### src/hw/mapc_pkg.sv
// package: constants and types for the memory reference phase controller
`default_nettype none
package mapc_pkg;
    localparam int WORD_W = 16;
    localparam int ADDR_W = 15;
    localparam int OFFS_W = 10;
    localparam int PAGE_HI = 15;
    localparam int PAGE_LO = 10;
    localparam int IND_BIT = 15;
    localparam int ZC_BIT = 10;
    localparam int OPC_W = 6;
    localparam int CAP_BITS_DEF = 15;
    localparam logic [15:0] PC_RESET = 16'h0000;
    localparam logic [5:0] OPC_RESET = 6'h00;
    localparam logic [15:0] PC_STEP = 16'h0001;
    // memory cycle halves
    typedef enum logic [1:0] {MAPC_MC_IDLE, MAPC_MC_READ, MAPC_MC_WRITE} mapc_mc_t;
    // machine phases
    typedef enum logic [1:0] {MAPC_FETCH, MAPC_INDIRECT, MAPC_EXECUTE} mapc_phase_t;
endpackage
`default_nettype wire

### src/hw/mapc_mem_if.sv
// interface: core memory cycle request and result between controller and sequencer
`default_nettype none
interface mapc_mem_if;
    logic start;
    logic write_cycle;
    logic read_phase;
    logic write_phase;
    logic done;
    modport ctrl (output start, output write_cycle, input read_phase, input write_phase,
        input done);
    modport seq (input start, input write_cycle, output read_phase, output write_phase,
        output done);
endinterface
`default_nettype wire

### src/hw/mapc_ctrl.sv
// memory reference phase controller: fetch, indirect and execute cycles on core memory
`default_nettype none
// Notes on behaviour
// - direct reference goes from fetch straight to execute and uses operand there
// - page bit zero selects base page zero, one selects the instruction's page
// - at fetch end the ten low instruction bits load address latch low bits
// - current page keeps the six upper address latch bits from the fetch
// - base page clears the six upper address latch bits
// - at execute end program counter plus one loads address latch and counter
// - indirect bit set sends fetch into the indirect phase instead of execute
// - indirect word is not executed; its fifteen low bits load the address latch
// - indirect repeats while word top bit is one, else go to execute
// - store instructions put write data into the memory data register in execute
// - read half of a write cycle does not load the memory data register
// - write half of a write cycle drives data register into the location
// - deposit switch performs the same execute write sequence as a store
// - address bits above installed capacity are ignored, accesses wrap
// - wrapped accesses raise no error and later accesses continue there
// - every read is followed by a restore write of the data register
// - in fetch the six upper word bits go to the opcode latch; not elsewhere
module mapc_ctrl #(
    parameter int CAP_BITS = mapc_pkg::CAP_BITS_DEF
) (
    input wire logic clk,
    input wire logic rst,
    input wire logic run,
    input wire logic instr_is_memref,
    input wire logic instr_is_store,
    input wire logic [15:0] store_data,
    input wire logic deposit_sw,
    input wire logic load_addr_sw,
    input wire logic [15:0] switch_reg,
    input wire logic [15:0] core_rd_data,
    output logic [14:0] core_addr,
    output logic core_read_en,
    output logic core_write_en,
    output logic [15:0] core_wr_data,
    output logic [15:0] mem_data,
    output logic [5:0] opcode,
    output logic [15:0] mem_addr,
    output logic [15:0] prog_ctr,
    output logic [1:0] phase,
    output logic operand_valid
);
    // elaboration check: the fold mask cannot serve fewer than a page of offset bits
    if (CAP_BITS < mapc_pkg::OFFS_W || CAP_BITS > mapc_pkg::ADDR_W) begin : g_cap_chk
        $error("CAP_BITS out of range");
    end

    mapc_mem_if mif ();
    mapc_cycle_seq u_seq (
        .clk(clk),
        .rst(rst),
        .mif(mif)
    );

    mapc_pkg::mapc_phase_t phase_r;
    mapc_pkg::mapc_phase_t phase_nxt;
    logic [15:0] mdr_r;
    logic [15:0] mar_r;
    logic [15:0] pc_r;
    logic [5:0] opc_r;
    logic busy_r;
    logic wr_cyc_r;
    logic dep_cyc_r;
    logic opv_r;
    logic [2:0] dep_sync_r;
    logic dep_seen_r;

    // panel switch synchroniser: three stages, change counts when last two agree
    always_ff @(posedge clk or posedge rst) begin
        if (rst) dep_sync_r <= 3'h0;
        else dep_sync_r <= {dep_sync_r[1:0], deposit_sw};
    end
    always_ff @(posedge clk or posedge rst) begin
        if (rst) dep_seen_r <= 1'b0;
        else if (dep_sync_r[2] == dep_sync_r[1]) dep_seen_r <= dep_sync_r[2];
    end
    wire dep_rise = (dep_sync_r[2] == dep_sync_r[1]) && dep_sync_r[2] && !dep_seen_r;

    // folding: only installed address bits reach the core, no error flag exists
    function automatic logic [14:0] fold(input logic [15:0] a);
        logic [14:0] m;
        m = 15'h7fff >> (mapc_pkg::ADDR_W - CAP_BITS);
        fold = a[14:0] & m;
    endfunction

    wire cyc_done = mif.done;
    wire in_fetch = (phase_r == mapc_pkg::MAPC_FETCH);
    wire in_ind = (phase_r == mapc_pkg::MAPC_INDIRECT);
    wire in_exec = (phase_r == mapc_pkg::MAPC_EXECUTE);
    wire [15:0] word = mdr_r;
    wire zc_bit = word[mapc_pkg::ZC_BIT];
    wire ind_bit = word[mapc_pkg::IND_BIT];
    // phase 0 to 2 or 1 choice taken from fetched instruction word
    wire fetch_ind = instr_is_memref && ind_bit;
    wire [15:0] pc_inc = pc_r + mapc_pkg::PC_STEP;
    // operand address: upper bits kept or cleared, low ten from instruction
    wire [5:0] upper_sel = zc_bit ? mar_r[15:10] : 6'h00;
    wire [15:0] direct_addr = {upper_sel, word[9:0]};
    wire [15:0] indirect_addr = {1'b0, word[14:0]};
    wire start_ok = run && !busy_r;
    wire exec_write = instr_is_store;
    wire start_dep = !run && !busy_r && dep_rise;
    wire start_cyc = start_ok || start_dep;

    assign mif.start = start_cyc;
    assign mif.write_cycle = wr_cyc_r;

    // phase advance happens only when the memory cycle completes
    always_comb begin
        phase_nxt = phase_r;
        case (phase_r)
            mapc_pkg::MAPC_FETCH: if (cyc_done && !dep_cyc_r && instr_is_memref)
                phase_nxt = fetch_ind ? mapc_pkg::MAPC_INDIRECT
                                      : mapc_pkg::MAPC_EXECUTE;
            mapc_pkg::MAPC_INDIRECT: if (cyc_done && !dep_cyc_r)
                phase_nxt = ind_bit ? mapc_pkg::MAPC_INDIRECT
                                    : mapc_pkg::MAPC_EXECUTE;
            mapc_pkg::MAPC_EXECUTE: if (cyc_done && !dep_cyc_r)
                phase_nxt = mapc_pkg::MAPC_FETCH;
            default: phase_nxt = mapc_pkg::MAPC_FETCH;
        endcase
    end

    always_ff @(posedge clk or posedge rst) begin
        if (rst) phase_r <= mapc_pkg::MAPC_FETCH;
        else phase_r <= phase_nxt;
    end

    // cycle bookkeeping: busy spans read and write halves
    always_ff @(posedge clk or posedge rst) begin
        if (rst) begin
            busy_r <= 1'b0;
            wr_cyc_r <= 1'b0;
            dep_cyc_r <= 1'b0;
        end else if (start_cyc) begin
            busy_r <= 1'b1;
            wr_cyc_r <= start_dep || (in_exec && exec_write);
            dep_cyc_r <= start_dep;
        end else if (cyc_done) begin
            busy_r <= 1'b0;
            wr_cyc_r <= 1'b0;
            dep_cyc_r <= 1'b0;
        end
    end

    // data register: write data at start, read data only on read cycles
    always_ff @(posedge clk or posedge rst) begin
        if (rst) mdr_r <= 16'h0000;
        else if (start_dep) mdr_r <= switch_reg;
        else if (start_ok && in_exec && exec_write) mdr_r <= store_data;
        else if (mif.read_phase && !wr_cyc_r) mdr_r <= core_rd_data;
    end

    // opcode latch loads only from a fetch-phase word, one cycle after the read
    always_ff @(posedge clk or posedge rst) begin
        if (rst) opc_r <= mapc_pkg::OPC_RESET;
        else if (in_fetch && mif.write_phase && !dep_cyc_r)
            opc_r <= mdr_r[15:10];
    end

    // address latch and program counter load from the switches when idle, else update at cycle end
    always_ff @(posedge clk or posedge rst) begin
        if (rst) begin
            mar_r <= 16'h0000;
            pc_r <= mapc_pkg::PC_RESET;
        end else if (!run && !busy_r && load_addr_sw) begin
            mar_r <= switch_reg;
            pc_r <= switch_reg;
        end else if (cyc_done && !dep_cyc_r) begin
            if (in_fetch && instr_is_memref) mar_r <= direct_addr;
            else if (in_fetch) begin
                mar_r <= pc_inc;
                pc_r <= pc_inc;
            end else if (in_ind) mar_r <= indirect_addr;
            else begin
                mar_r <= pc_inc;
                pc_r <= pc_inc;
            end
        end
    end

    // operand valid pulse when the execute read has landed
    always_ff @(posedge clk or posedge rst) begin
        if (rst) opv_r <= 1'b0;
        else opv_r <= in_exec && mif.read_phase && !wr_cyc_r && !dep_cyc_r;
    end

    assign core_addr = fold(mar_r);
    assign core_read_en = mif.read_phase;
    assign core_write_en = mif.write_phase;
    assign core_wr_data = mdr_r;
    assign mem_data = mdr_r;
    assign opcode = opc_r;
    assign mem_addr = mar_r;
    assign prog_ctr = pc_r;
    assign phase = phase_r;
    assign operand_valid = opv_r;
endmodule
`default_nettype wire

### src/hw/mapc_cycle_seq.sv
// memory cycle sequencer: one read half then one write half per cycle
`default_nettype none
module mapc_cycle_seq (
    input wire logic clk,
    input wire logic rst,
    mapc_mem_if.seq mif
);
    mapc_pkg::mapc_mc_t st_r;
    mapc_pkg::mapc_mc_t st_nxt;

    // every cycle is read then write: a core read always needs its restore
    always_comb begin
        st_nxt = st_r;
        case (st_r)
            mapc_pkg::MAPC_MC_IDLE: if (mif.start) st_nxt = mapc_pkg::MAPC_MC_READ;
            mapc_pkg::MAPC_MC_READ: st_nxt = mapc_pkg::MAPC_MC_WRITE;
            mapc_pkg::MAPC_MC_WRITE: st_nxt = mapc_pkg::MAPC_MC_IDLE;
            default: st_nxt = mapc_pkg::MAPC_MC_IDLE;
        endcase
    end

    always_ff @(posedge clk or posedge rst) begin
        if (rst) st_r <= mapc_pkg::MAPC_MC_IDLE;
        else st_r <= st_nxt;
    end

    assign mif.read_phase = (st_r == mapc_pkg::MAPC_MC_READ);
    assign mif.write_phase = (st_r == mapc_pkg::MAPC_MC_WRITE);
    assign mif.done = mif.write_phase;
endmodule
`default_nettype wire

### config.mk
export PLATFORM = sky130hd
export DESIGN_NAME = mapc_ctrl
export DESIGN_NICKNAME = d
export VERILOG_FILES = /design/src/hw/mapc_pkg.sv /design/src/hw/mapc_mem_if.sv /design/src/hw/mapc_ctrl.sv /design/src/hw/mapc_cycle_seq.sv
export SDC_FILE = /design/constraint.sdc
export NUM_CORES = 1
export LEC_CHECK = 0
export BUFFER_PORTS_ARGS = -buffer_cell sky130_fd_sc_hd__buf_4
export CAP_MARGIN = 20
export CELL_PAD_IN_SITES_DETAIL_PLACEMENT = 1
export CELL_PAD_IN_SITES_GLOBAL_PLACEMENT = 2
export CORE_UTILIZATION = 31
export DETAILED_ROUTE_END_ITERATION = 12
export GPL_TIMING_DRIVEN = 0
export PLACE_DENSITY = 0.84
export REMOVE_ABC_BUFFERS = 1
export SLEW_MARGIN = 20
export SYNTH_ARGS = -nofsm -noshare
export SYNTH_HDL_FRONTEND = slang
export SYNTH_HIERARCHICAL = 1
export SYNTH_SLANG_ARGS = --single-unit
### constraint.sdc
create_clock -name clk -period 3.64 [get_ports clk]
set_input_delay 0.182 -clock clk [delete_from_list [all_inputs] [get_ports clk]]
set_output_delay 0.182 -clock clk [all_outputs]
set_load 0.1 [all_outputs]
After elaboration in Yosys (flattened, before gate mapping)

Index checks and enable logic that the tools add are counted.

Reductions and logical operators: 34
Equality and inequality tests: 12
Add/subtract/negate cells: 1
Mux-type cells: 26

Operators by type and width:

| kind                                                                     | number |
|---|---|
| 16-bit two-way mux                                                       | 13 |
| 1-bit logical AND                                                        | 19 |
| 16-bit by 1-bit adder with 16-bit output (second input constant)         | 1 |
| 2-bit two-way mux                                                        | 6 |
| 6-bit two-way mux                                                        | 1 |
| 2-bit by 1-bit inequality test with 1-bit output (second input constant) | 3 |
| 2-bit one-hot mux with 3 select lines                                    | 1 |
| 3-bit AND reduction                                                      | 2 |
| 1-bit logical NOT                                                        | 5 |
| 2-bit by 1-bit equality test with 1-bit output (second input constant)   | 2 |
| 2-bit equality test (second input constant)                              | 2 |
| 2-bit logical NOT                                                        | 2 |
| 1-bit two-way mux                                                        | 4 |
| 2-bit inequality test (second input constant)                            | 2 |
| 2-bit one-hot mux with 2 select lines                                    | 1 |
| 2-bit nonzero test                                                       | 2 |
| 3-bit by 2-bit inequality test with 1-bit output (second input constant) | 1 |
| 3-bit inequality test (second input constant)                            | 1 |
| 3-bit nonzero test                                                       | 1 |
| 1-bit logical OR                                                         | 2 |
| 2-bit AND reduction                                                      | 1 |
| 1-bit equality test                                                      | 1 |

Output and inout port bits: 90
Register bits: 66
Logic and storage cells: 86

Depth between registers and ports, before layout

Gate-level depths: netlist (run 1).

Depth after elaboration: 7
Mapped depth: 8
Gate-level depth less buffers: 5

Hierarchy

The synthesis (run 1) kept the hierarchy.

Modules (own cells, without submodules):

| module         | cells each | seq. area each (um2) | area each (um2) | instances |
|---|---|---|---|---|
| mapc_ctrl      | 441        | 1,601.5              | 3,946.3         | 1 |
| mapc_cycle_seq | 8          | 50.0                 | 92.6            | 1 |

Least setup slack after synthesis (run 1)

OpenSTA, ideal clock, no wires.

Path type: register to register
From: register pc_r[0] (netlist: prog_ctr[0])
To: register pc_r[12] (netlist: prog_ctr[12])
Stages on the path, launching flop included: 7
Arrival time: 2.633 ns
Required time: 3.558 ns
Slack: 0.925 ns
Path through: dfrtp_1 -> ha_1 -> nand3_4 -> or3_1 -> clkbuf_2 -> or4_1 -> a31oi_1

Longest elaborated chain between the ends: 6

RTL lines:

| item                                       | line             | RTL |
|---|---|---|
| from (decl)                                | mapc_ctrl.sv:61  | `logic [15:0] pc_r;` |
| from (signal assigned)                     | mapc_ctrl.sv:167 | `pc_r <= mapc_pkg::PC_RESET;` |
| from (signal assigned)                     | mapc_ctrl.sv:170 | `pc_r <= switch_reg;` |
| from (signal assigned)                     | mapc_ctrl.sv:175 | `pc_r <= pc_inc;` |
| 16-bit by 1-bit adder with 16-bit output * | mapc_ctrl.sv:97  | `wire [15:0] pc_inc = pc_r + mapc_pkg::PC_STEP;` |
| 16-bit two-way mux                         | mapc_ctrl.sv:176 | `end else if (in_ind) mar_r <= indirect_addr;` |
| 16-bit two-way mux *                       | mapc_ctrl.sv:173 | `else if (in_fetch) begin` |
| 16-bit two-way mux *                       | mapc_ctrl.sv:172 | `if (in_fetch && instr_is_memref) mar_r <= direct_addr;` |
| 16-bit two-way mux *                       | mapc_ctrl.sv:171 | `end else if (cyc_done && !dep_cyc_r) begin` |
| 16-bit two-way mux *                       | mapc_ctrl.sv:168 | `end else if (!run && !busy_r && load_addr_sw) begin` |

Mark *: on every way between the ends. The rest lies on a longest branch, timed or not. The select of a mux whose other input is x is not followed.
A chain may end at the register's enable or synchronous reset.

Final worst setup path (run 1)

From: register u_seq.st_r[1]
To: register pc_r[12] (netlist: prog_ctr[12])

Longest elaborated chain between the ends: 4

RTL lines:

| item                          | line                 | RTL |
|---|---|---|
| from (decl)                   | mapc_cycle_seq.sv:8  | `mapc_pkg::mapc_mc_t st_r;` |
| from (signal assigned)        | mapc_cycle_seq.sv:23 | `if (rst) st_r <= mapc_pkg::MAPC_MC_IDLE;` |
| from (signal assigned)        | mapc_cycle_seq.sv:24 | `else st_r <= st_nxt;` |
| 2-bit equality test           | mapc_cycle_seq.sv:28 | `assign mif.write_phase = (st_r == mapc_pkg::MAPC_MC_WRITE);` |
| 1-bit logical AND             | mapc_ctrl.sv:171     |  |
| 2-bit nonzero test (no line)  | --                   |  |
| 3-bit AND reduction (no line) | --                   |  |
| to (signal assigned)          | mapc_ctrl.sv:170     |  |
| to (signal assigned)          | mapc_ctrl.sv:175     |  |
| to (signal assigned)          | mapc_ctrl.sv:179     | `pc_r <= pc_inc;` |

Every way passes these cells.

==> results.json, run 1 <==
{
  "worstSetupPathType": "reg2reg",
  "reg2regPathDepth": 5,
  "setup_viol": 0,
  "path_clk_slew_ns": 0.05,
  "hold_depth": 3,
  "status": "finished, final reports clean",
  "start_util_pct": 31.9,
  "die_w_um": 116,
  "finalCritPeriodShare_pct": 87.3,
  "core_area_sq_um": 12700,
  "syn_inst": 449,
  "post_cts_buffers": 0,
  "ys.flop_type": "dfrtp_1",
  "async_flop_share_pct": 100,
  "fp.dieH_um": 116,
  "cts_root_buf": "clkbuf_16",
  "h-tree-depth": 3,
  "synth_area_sq_um": 4040,
  "ioPinCount": 145,
  "insertion_delay_ns": 0.34,
  "ys_seq_area_share_pct": 40.9,
  "grt_pass1_wl_mm": 21.0,
  "place_congestion": 0.760,
  "rsz0062_at_grt": "no",
  "drtIter0Drc": 178,
  "die_area_sq_um": 13500,
  "hold_viol": 0,
  "via_count": 3857,
  "grt-ovfl-total": 0,
  "cts_num_sinks": 66,
  "layout.nets": 603,
  "portBuffers": 144,
  "synth.avg_cell_area_sq_um": 9.00,
  "wl_mm": 13.4,
  "area_growth_pct": 33.1,
  "num_rows": 41,
  "antenna_found_initial": 0,
  "crit_required_ns": 3.89,
  "cts_buffers": 9,
  "stdcell_count": 722,
  "crit_arrival_ns": 3.43,
  "wl_per_cell_um": 18.6,
  "grt_max_degree": 38,
  "fmax_ghz": 0.315,
  "cts_buffer_depth": 2,
  "hold_path.class": "in2reg",
  "clock_skew_ns": 0.00572,
  "cts_tree": "yes",
  "yosysWarnings": 6,
  "grt_pass1_vias": 3915,
  "ant_nets": 0,
  "slew_headroom_pct": 40.2,
  "synth-edff-count": 0,
  "maxSlewViolCount": 0,
  "synth_cell_types": 56,
  "dp_cells": 705,
  "worstPathMaxFanout": 20,
  "synth-seq-cells": 66,
  "final_layout_size_suffix_gt1_share_pct": 35.1,
  "antennaDiodeCount": 0,
  "worstMarginPinSlew_ns": 0.897,
  "max_cap_viol_count": 0,
  "dr.pass1.iters": 4,
  "cts_hold_buf": 2,
  "ctsResizeCount": 0,
  "end_kind": "register",
  "drc_errors": 0,
  "fin_crit_ns": 3.18,
  "vias_per_cell": 5.34,
  "grt_usage_pct": 20.8,
  "start_kind": "register",
  "hpwl_mm": 9.81
}
==> per-stage QoR <==
step           TNS [ns]  hold slack, ns  area, sq um  utilization, %  setup slack [ns]
2_1_floorplan     -5.31         -0.0768         3660               -            -0.307
3_3_place_gp     -26.86          0.0480         4960            39.1             -1.62
3_5_place_dp          0          0.0733         5080            40.1             0.428
4_1_cts               0          0.0690         5380            42.4             0.375
5_1_grt               0          0.0832         5380            42.4             0.134
6_report              0          0.0777         5380            42.4             0.462
==> synth_stat cells, drive strengths merged, types with 11 or more instances <==
master	number	area [sq um]
o21ai	11	55.1
nand3	13	77.6
a21oi	15	75.1
nand2	45	169
nand2b	12	75.1
dfrtp	66	1650
buf	38	269
a31oi	12	75.1
and3	16	100
o31ai	25	188
nor2	35	131
a211oi	18	135
clkbuf	28	106
==> sequential cells by signal, indices dropped and copies added (netlist names) <==
name and count:
core_wr_data 16, mem_addr 16, prog_ctr 16, opcode 6, dep_sync_r 3, phase 2, u_seq/st_r 2, busy_r 1
dep_cyc_r 1, dep_seen_r 1, mif.write_cycle 1, operand_valid 1
==> final cells by class <==
| class | count | area, sq um |
|---|---|---|
| fillers | 1504 | 7290 |
| multi-input cells | 310 | 2040 |
| flip-flops and latches | 66 | 1650 |
| repair buffers | 152 | 1170 |
| clock buffers | 12 | 256 |
| well taps | 172 | 215 |
| inverters | 7 | 28.8 |
| clock inverters | 3 | 15.0 |
==> cell families (layout without fill, tap and decap cells) <==
group           count (synthesis)  after routing  synth area share (%)
simple gates                  181            181                  25.0
compound gates                104            104                  17.9
buf+inv                        73            174                  9.94
flops                          66             66                  40.9
mux                            14             14                  3.69
xor+xnor                        9              9                  1.95
fa+ha+maj                       2              2                 0.619
==> routing by layer <==
layer	global-route usage (%)	vias to the layer above	part of all wire (%)
met4	7.95	0	1.7
li1	-	1794	-
met5	0	-	0
met3	3.22	15	3.6
met2	34.0	92	49
met1	27.9	1956	45
==> worst max-delay path: stages, from the launching register on <==
cell and delay (ns):
dfrtp_1 0.37, nor2b_1 0.36, nor2b_2 0.80, nand2_1 0.69, or4_1 0.68, a31oi_1 0.19
==> placed cells by master (no fill, tap or decap), types with 6 or more instances in the layout <==
cell type  instances
nand3_1           12
mux2i_1            7
a31oi_1           12
or4_1              8
dfrtp_1           66
nand2b_1          12
and3_1            16
o31ai_1           24
o211ai_1           7
buf_4            147
a211oi_1          18
nand2_1           45
inv_1              6
clkbuf_16          9
nor2_1            35
nor4_1             7
or3_1              9
o21ai_0           11
nor3_1             7
mux2_2             7
a21oi_1           15
==> worst paths after layout <==
path	from	to	slack [ns]
max	u_seq/st_r[1]	prog_ctr[12]	0.46
min	switch_reg[1]	mem_addr[1]	0.08
max reg2reg	u_seq/st_r[1]	prog_ctr[12]	0.46
min reg2reg	dep_sync_r[0]	dep_sync_r[1]	0.35
max in group asynchronous	rst	mem_addr[14]	2.69
min in group asynchronous	rst	u_seq/st_r[0]	0.27
Power of run 1 is not shown: default switching activity piles up to over one toggle a cycle in this logic, so the estimate is an artifact.
==> inputs of run 2 (changes only) <==
Settings changed: CELL_PAD_IN_SITES_DETAIL_PLACEMENT 1 to 2.
==> run 2 against run 1 <==
  * Sequential share of layout area decreased by 0.19 points
  * Fmax decreased by 3.7%
  * Via count increased by 1.6%
  * Highest routed layer unchanged
  * Routed wire length increased by 16%
  * Largest cell class unchanged
==> results.json, run 2 (synthesized netlist as in run 1, its figures left out) <==
{
  "worstMarginPinSlew_ns": 0.975,
  "grt_usage_pct": 24.2,
  "cts_buffer_depth": 2,
  "grt-ovfl-total": 0,
  "multi_input_area_sq_um": 2040,
  "hold_path.class": "in2reg",
  "place_ws_ns": 0.313,
  "grt_max_degree": 38,
  "reg2reg_from": "u_seq/st_r[0]",
  "cts_num_sinks": 66,
  "fin_crit_ns": 3.30,
  "path_clk_slew_ns": 0.06,
  "drc_errors": 0,
  "antennaDiodeCount": 0,
  "antenna_found_initial": 0,
  "die_area_sq_um": 13500,
  "core_area_sq_um": 12700,
  "insertion_delay_ns": 0.35,
  "mostFrequentLayoutCell": "buf_4",
  "drtIter0Drc": 134,
  "vias_per_cell": 5.42,
  "crit_buf_inv": 0,
  "num_rows": 41,
  "max_stage_delay_ns": 0.79,
  "worstPathMaxFanout": 20,
  "path_cells": "nor2b_1, nor2b_2, nand2_1, or4_1, a31oi_1",
  "wl_per_cell_um": 21.5,
  "worst_slack_ns": 0.340,
  "layout.nets": 603,
  "cts_root_buf": "clkbuf_16",
  "post_cts_buffers": 0,
  "max_cap_viol_count": 0,
  "end_kind": "register",
  "worstSetupPathType": "reg2reg",
  "crit_required_ns": 3.90,
  "start_util_pct": 31.9,
  "slew_headroom_pct": 34.6,
  "fillers": 1417,
  "ioPinCount": 145,
  "worstHoldStart": "switch_reg[1]",
  "clock_skew_ns": 0.00973,
  "ff_latch_area_sq_um": 1650,
  "place_congestion": 0.760,
  "start_kind": "register",
  "via_count": 3920,
  "crit_arrival_ns": 3.56,
  "wl_mm": 15.5,
  "hold_end": "mem_addr[1]",
  "die_w_um": 116,
  "r2r_end": "prog_ctr[12]",
  "setup_viol": 0,
  "hpwl_mm": 11.2,
  "area_growth_pct": 34.0,
  "regToRegSetupSlack_ns": 0.34,
  "h-tree-depth": 3,
  "portBuffers": 144,
  "fp.dieH_um": 116,
  "slowest_stage": "nor2b_2",
  "cp_top_family": "simple AND/OR/NAND/NOR gates",
  "fmax_ghz": 0.303,
  "ant_nets": 0,
  "grt_pass1_vias": 4376,
  "cts_buffers": 9,
  "final_layout_size_suffix_gt1_share_pct": 35.4,
  "reg2regPathDepth": 5,
  "finalCritPeriodShare_pct": 90.7,
  "hold_viol": 0,
  "maxSlewViolCount": 0,
  "rsz0062_at_grt": "no",
  "layout_common_cells": "buf_4 (147), dfrtp_1 (66), nand2_1 (45), nor2_1 (35), o31ai_1 (24)",
  "status": "finished, final reports clean",
  "grt_pass1_wl_mm": 24.3,
  "hold_depth": 3,
  "dr.pass1.iters": 4,
  "cts_tree": "yes"
}
## run 2: layout make-up
cell class                      count  area share, %
Timing Repair Buffer              152           21.6
Inverter                            7          0.532
Multi-Input combinational cell    310           37.7
Clock buffer                       11           4.67
Tap cell                          172           3.98
Sequential cell                    66           30.5
Clock inverter                      5          0.971
## run 2: per-stage QoR
stage          utilization, %  hold WS [ns]  std cells  instance area, sq um  TNS [ns]
2_1_floorplan               -       -0.0768        383                  3660     -5.31
3_3_place_gp             39.1        0.0480        699                  4960    -26.86
3_5_place_dp             40.1        0.0739        705                  5080         0
4_1_cts                  42.7        0.0618        723                  5410         0
5_1_grt                  42.7        0.0779        723                  5410         0
6_report                 42.7        0.0621        723                  5410         0
## run 2: worst reg2reg max path: stages, from the launching register on
cell	delay, ns
dfrtp_1	0.40
nor2b_1	0.42
nor2b_2	0.79
nand2_1	0.72
or4_1	0.70
a31oi_1	0.19
## run 2: routing by layer
metal / GRT usage [%] / vias up / part of all wire, %
met2: 43.7 / 92 / 53
met4: 7.86 / 0 / 1.5
met1: 29.0 / 2014 / 42
met3: 4.62 / 19 / 3.5
li1: - / 1795 / -
met5: 0 / - / 0
## run 2: worst max path at each step
stage / from / endpoint / cells past startpoint
floorplan: u_seq/st_r[0] / prog_ctr[7] / 5
global placement: phase[0] / core_wr_data[8] / 4
detailed placement: u_seq/st_r[0] / prog_ctr[12] / 5
CTS: u_seq/st_r[1] / prog_ctr[12] / 5
global route: u_seq/st_r[1] / prog_ctr[11] / 5
finish: u_seq/st_r[0] / prog_ctr[12] / 5
## run 2: what timing repair did
item	CTS	global route
hold endpoints to repair	33	0
hold buffers	2	0
resized for setup	0	0
Power of run 2 is left out for the same reason.
==> inputs of run 3 (changes only) <==
Settings changed: BUFFER_PORTS_ARGS -buffer_cell sky130_fd_sc_hd__buf_4 to not set, CORE_UTILIZATION 31 to 39, DONT_BUFFER_PORTS set to 1, PLACE_DENSITY 0.84 to not set, PLACE_DENSITY_LB_ADDON set to 0.05.
==> run 3 against run 2 <==
  * Utilization increased by 8.0 points
  * Final area decreased by 7.2%
  * Highest routed layer unchanged
  * Die area decreased by 20%
  * Largest cell class unchanged
==> results.json, run 3 (synthesized netlist as in run 1, its figures left out) <==
{
  "max_cap_viol_count": 0,
  "hpwl_mm": 10.0,
  "mostFrequentLayoutCell": "nand2_1",
  "rsz0062_at_grt": "no",
  "ant_nets": 0,
  "ioPinCount": 145,
  "area_growth_pct": 24.3,
  "drc_errors": 0,
  "setup_tns_ns": 0,
  "hold_slack_ns": 0.00807,
  "start_util_pct": 40.8,
  "grt-ovfl-total": 0,
  "drtIter0Drc": 113,
  "slew_headroom_pct": 24.7,
  "final_layout_size_suffix_gt1_share_pct": 24.8,
  "hold_path.class": "in2reg",
  "path_cells": "o21bai_2, nand2_1, or4_2, nand3_1",
  "cts_buffers": 9,
  "grt_max_degree": 48,
  "grt_pass1_wl_mm": 23.7,
  "cts_buffer_depth": 2,
  "crit_required_ns": 3.91,
  "place_ws_ns": 0.0160,
  "vias_per_cell": 6.01,
  "path_clk_slew_ns": 0.09,
  "h-tree-depth": 3,
  "multi_input_area_sq_um": 2060,
  "num_rows": 36,
  "core_area_sq_um": 9910,
  "wl_per_cell_um": 24.1,
  "layout_common_cells": "nand2_1 (45), dfrtp_2 (38), nor2_1 (35), buf_1 (31), dfrtp_1 (28)",
  "maxSlewViolCount": 0,
  "cts_num_sinks": 66,
  "place_congestion": 0.711,
  "final_util_pct": 50.7,
  "clock_skew_ns": 0.0198,
  "worstSetupPathType": "reg2reg",
  "fp.dieH_um": 104,
  "cts_tree": "yes",
  "hold_viol": 0,
  "grt_usage_pct": 28.3,
  "end_kind": "register",
  "antenna_found_initial": 0,
  "fmax_ghz": 0.297,
  "cp_top_family": "simple AND/OR/NAND/NOR gates",
  "dr.pass1.iters": 4,
  "fillers": 1052,
  "antennaDiodeCount": 0,
  "ff_latch_area_sq_um": 1700,
  "post_cts_buffers": 0,
  "crit_arrival_ns": 3.64,
  "status": "finished, final reports clean",
  "layout.nets": 528,
  "slowest_stage": "o21bai_2",
  "wl_mm": 14.7,
  "grt_pass1_vias": 4158,
  "fin_crit_ns": 3.37,
  "insertion_delay_ns": 0.36,
  "via_count": 3662,
  "cts_root_buf": "clkbuf_8",
  "die_area_sq_um": 10800,
  "worstPathMaxFanout": 20,
  "setup_viol": 0,
  "finalCritPeriodShare_pct": 92.5,
  "die_w_um": 104,
  "max_stage_delay_ns": 0.94,
  "start_kind": "register",
  "worst_slack_ns": 0.273,
  "worstMarginPinSlew_ns": 1.13,
  "portBuffers": 0,
  "crit_buf_inv": 0
}
==> run 3: changes by cell type in the layout (fill, tap and decap cells not counted), sizes merged <==
cell / previous run / this run
buf: 150 / 65
dlygate4sd3: 2 / 12
clkbuf: 11 / 9
inv: 7 / 9
clkinv: 3 / 2
clkinvlp: 1 / 2
==> run 3: final cells by class <==
cell class,instances,share of cell area (%)
multi-input combinational,310,41.1
sequential,66,33.8
inverter,7,0.573
clock buffer,9,2.47
tap,133,3.32
timing repair buffer,77,17.2
clock inverter,7,1.52
==> run 3: timing repair <==
| action | CTS | global route |
|---|---|---|
| hold buffers | 11 | 1 |
| resized for setup | 1 | 0 |
| endpoints found under the setup margin | 2 | 0 |
| endpoints found under the hold margin | 80 | 1 |
==> run 3: path summary, 6_finish.rpt <==
kind	slack (ns)	endpoint	depth (start not counted)	from
max	0.27	prog_ctr[7]	4	phase[0]
max in group asynchronous	2.81	mem_addr[4]	3	rst
min reg2reg	0.37	dep_sync_r[1]	0	dep_sync_r[0]
min	0.008	core_wr_data[2]	2	switch_reg[2]
min in group asynchronous	0.17	u_seq/st_r[0]	2	rst
max reg2reg	0.27	prog_ctr[7]	4	phase[0]
==> run 3: routing by layer <==
| metal | part of all wire, % | wire, um | vias up | track usage (%) |
|---|---|---|---|---|
| met4 | 0.85 | 124 | 0 | 4.80 |
| met3 | 4.9 | 716 | 14 | 6.92 |
| met1 | 42 | 6150 | 1899 | 34.0 |
| met2 | 52 | 7660 | 102 | 51.6 |
| li1 | - | - | 1647 | - |
| met5 | 0 | 0 | - | 0 |
==> run 3: per-stage QoR <==
| stage | cell area [sq um] | cells |
|---|---|---|
| 2_1_floorplan | 3660 | 383 |
| 3_3_place_gp | 3830 | 516 |
| 3_5_place_dp | 4680 | 581 |
| 4_1_cts | 5000 | 608 |
| 5_1_grt | 5020 | 609 |
| 6_report | 5020 | 609 |
Power of run 3 is left out for the same reason.
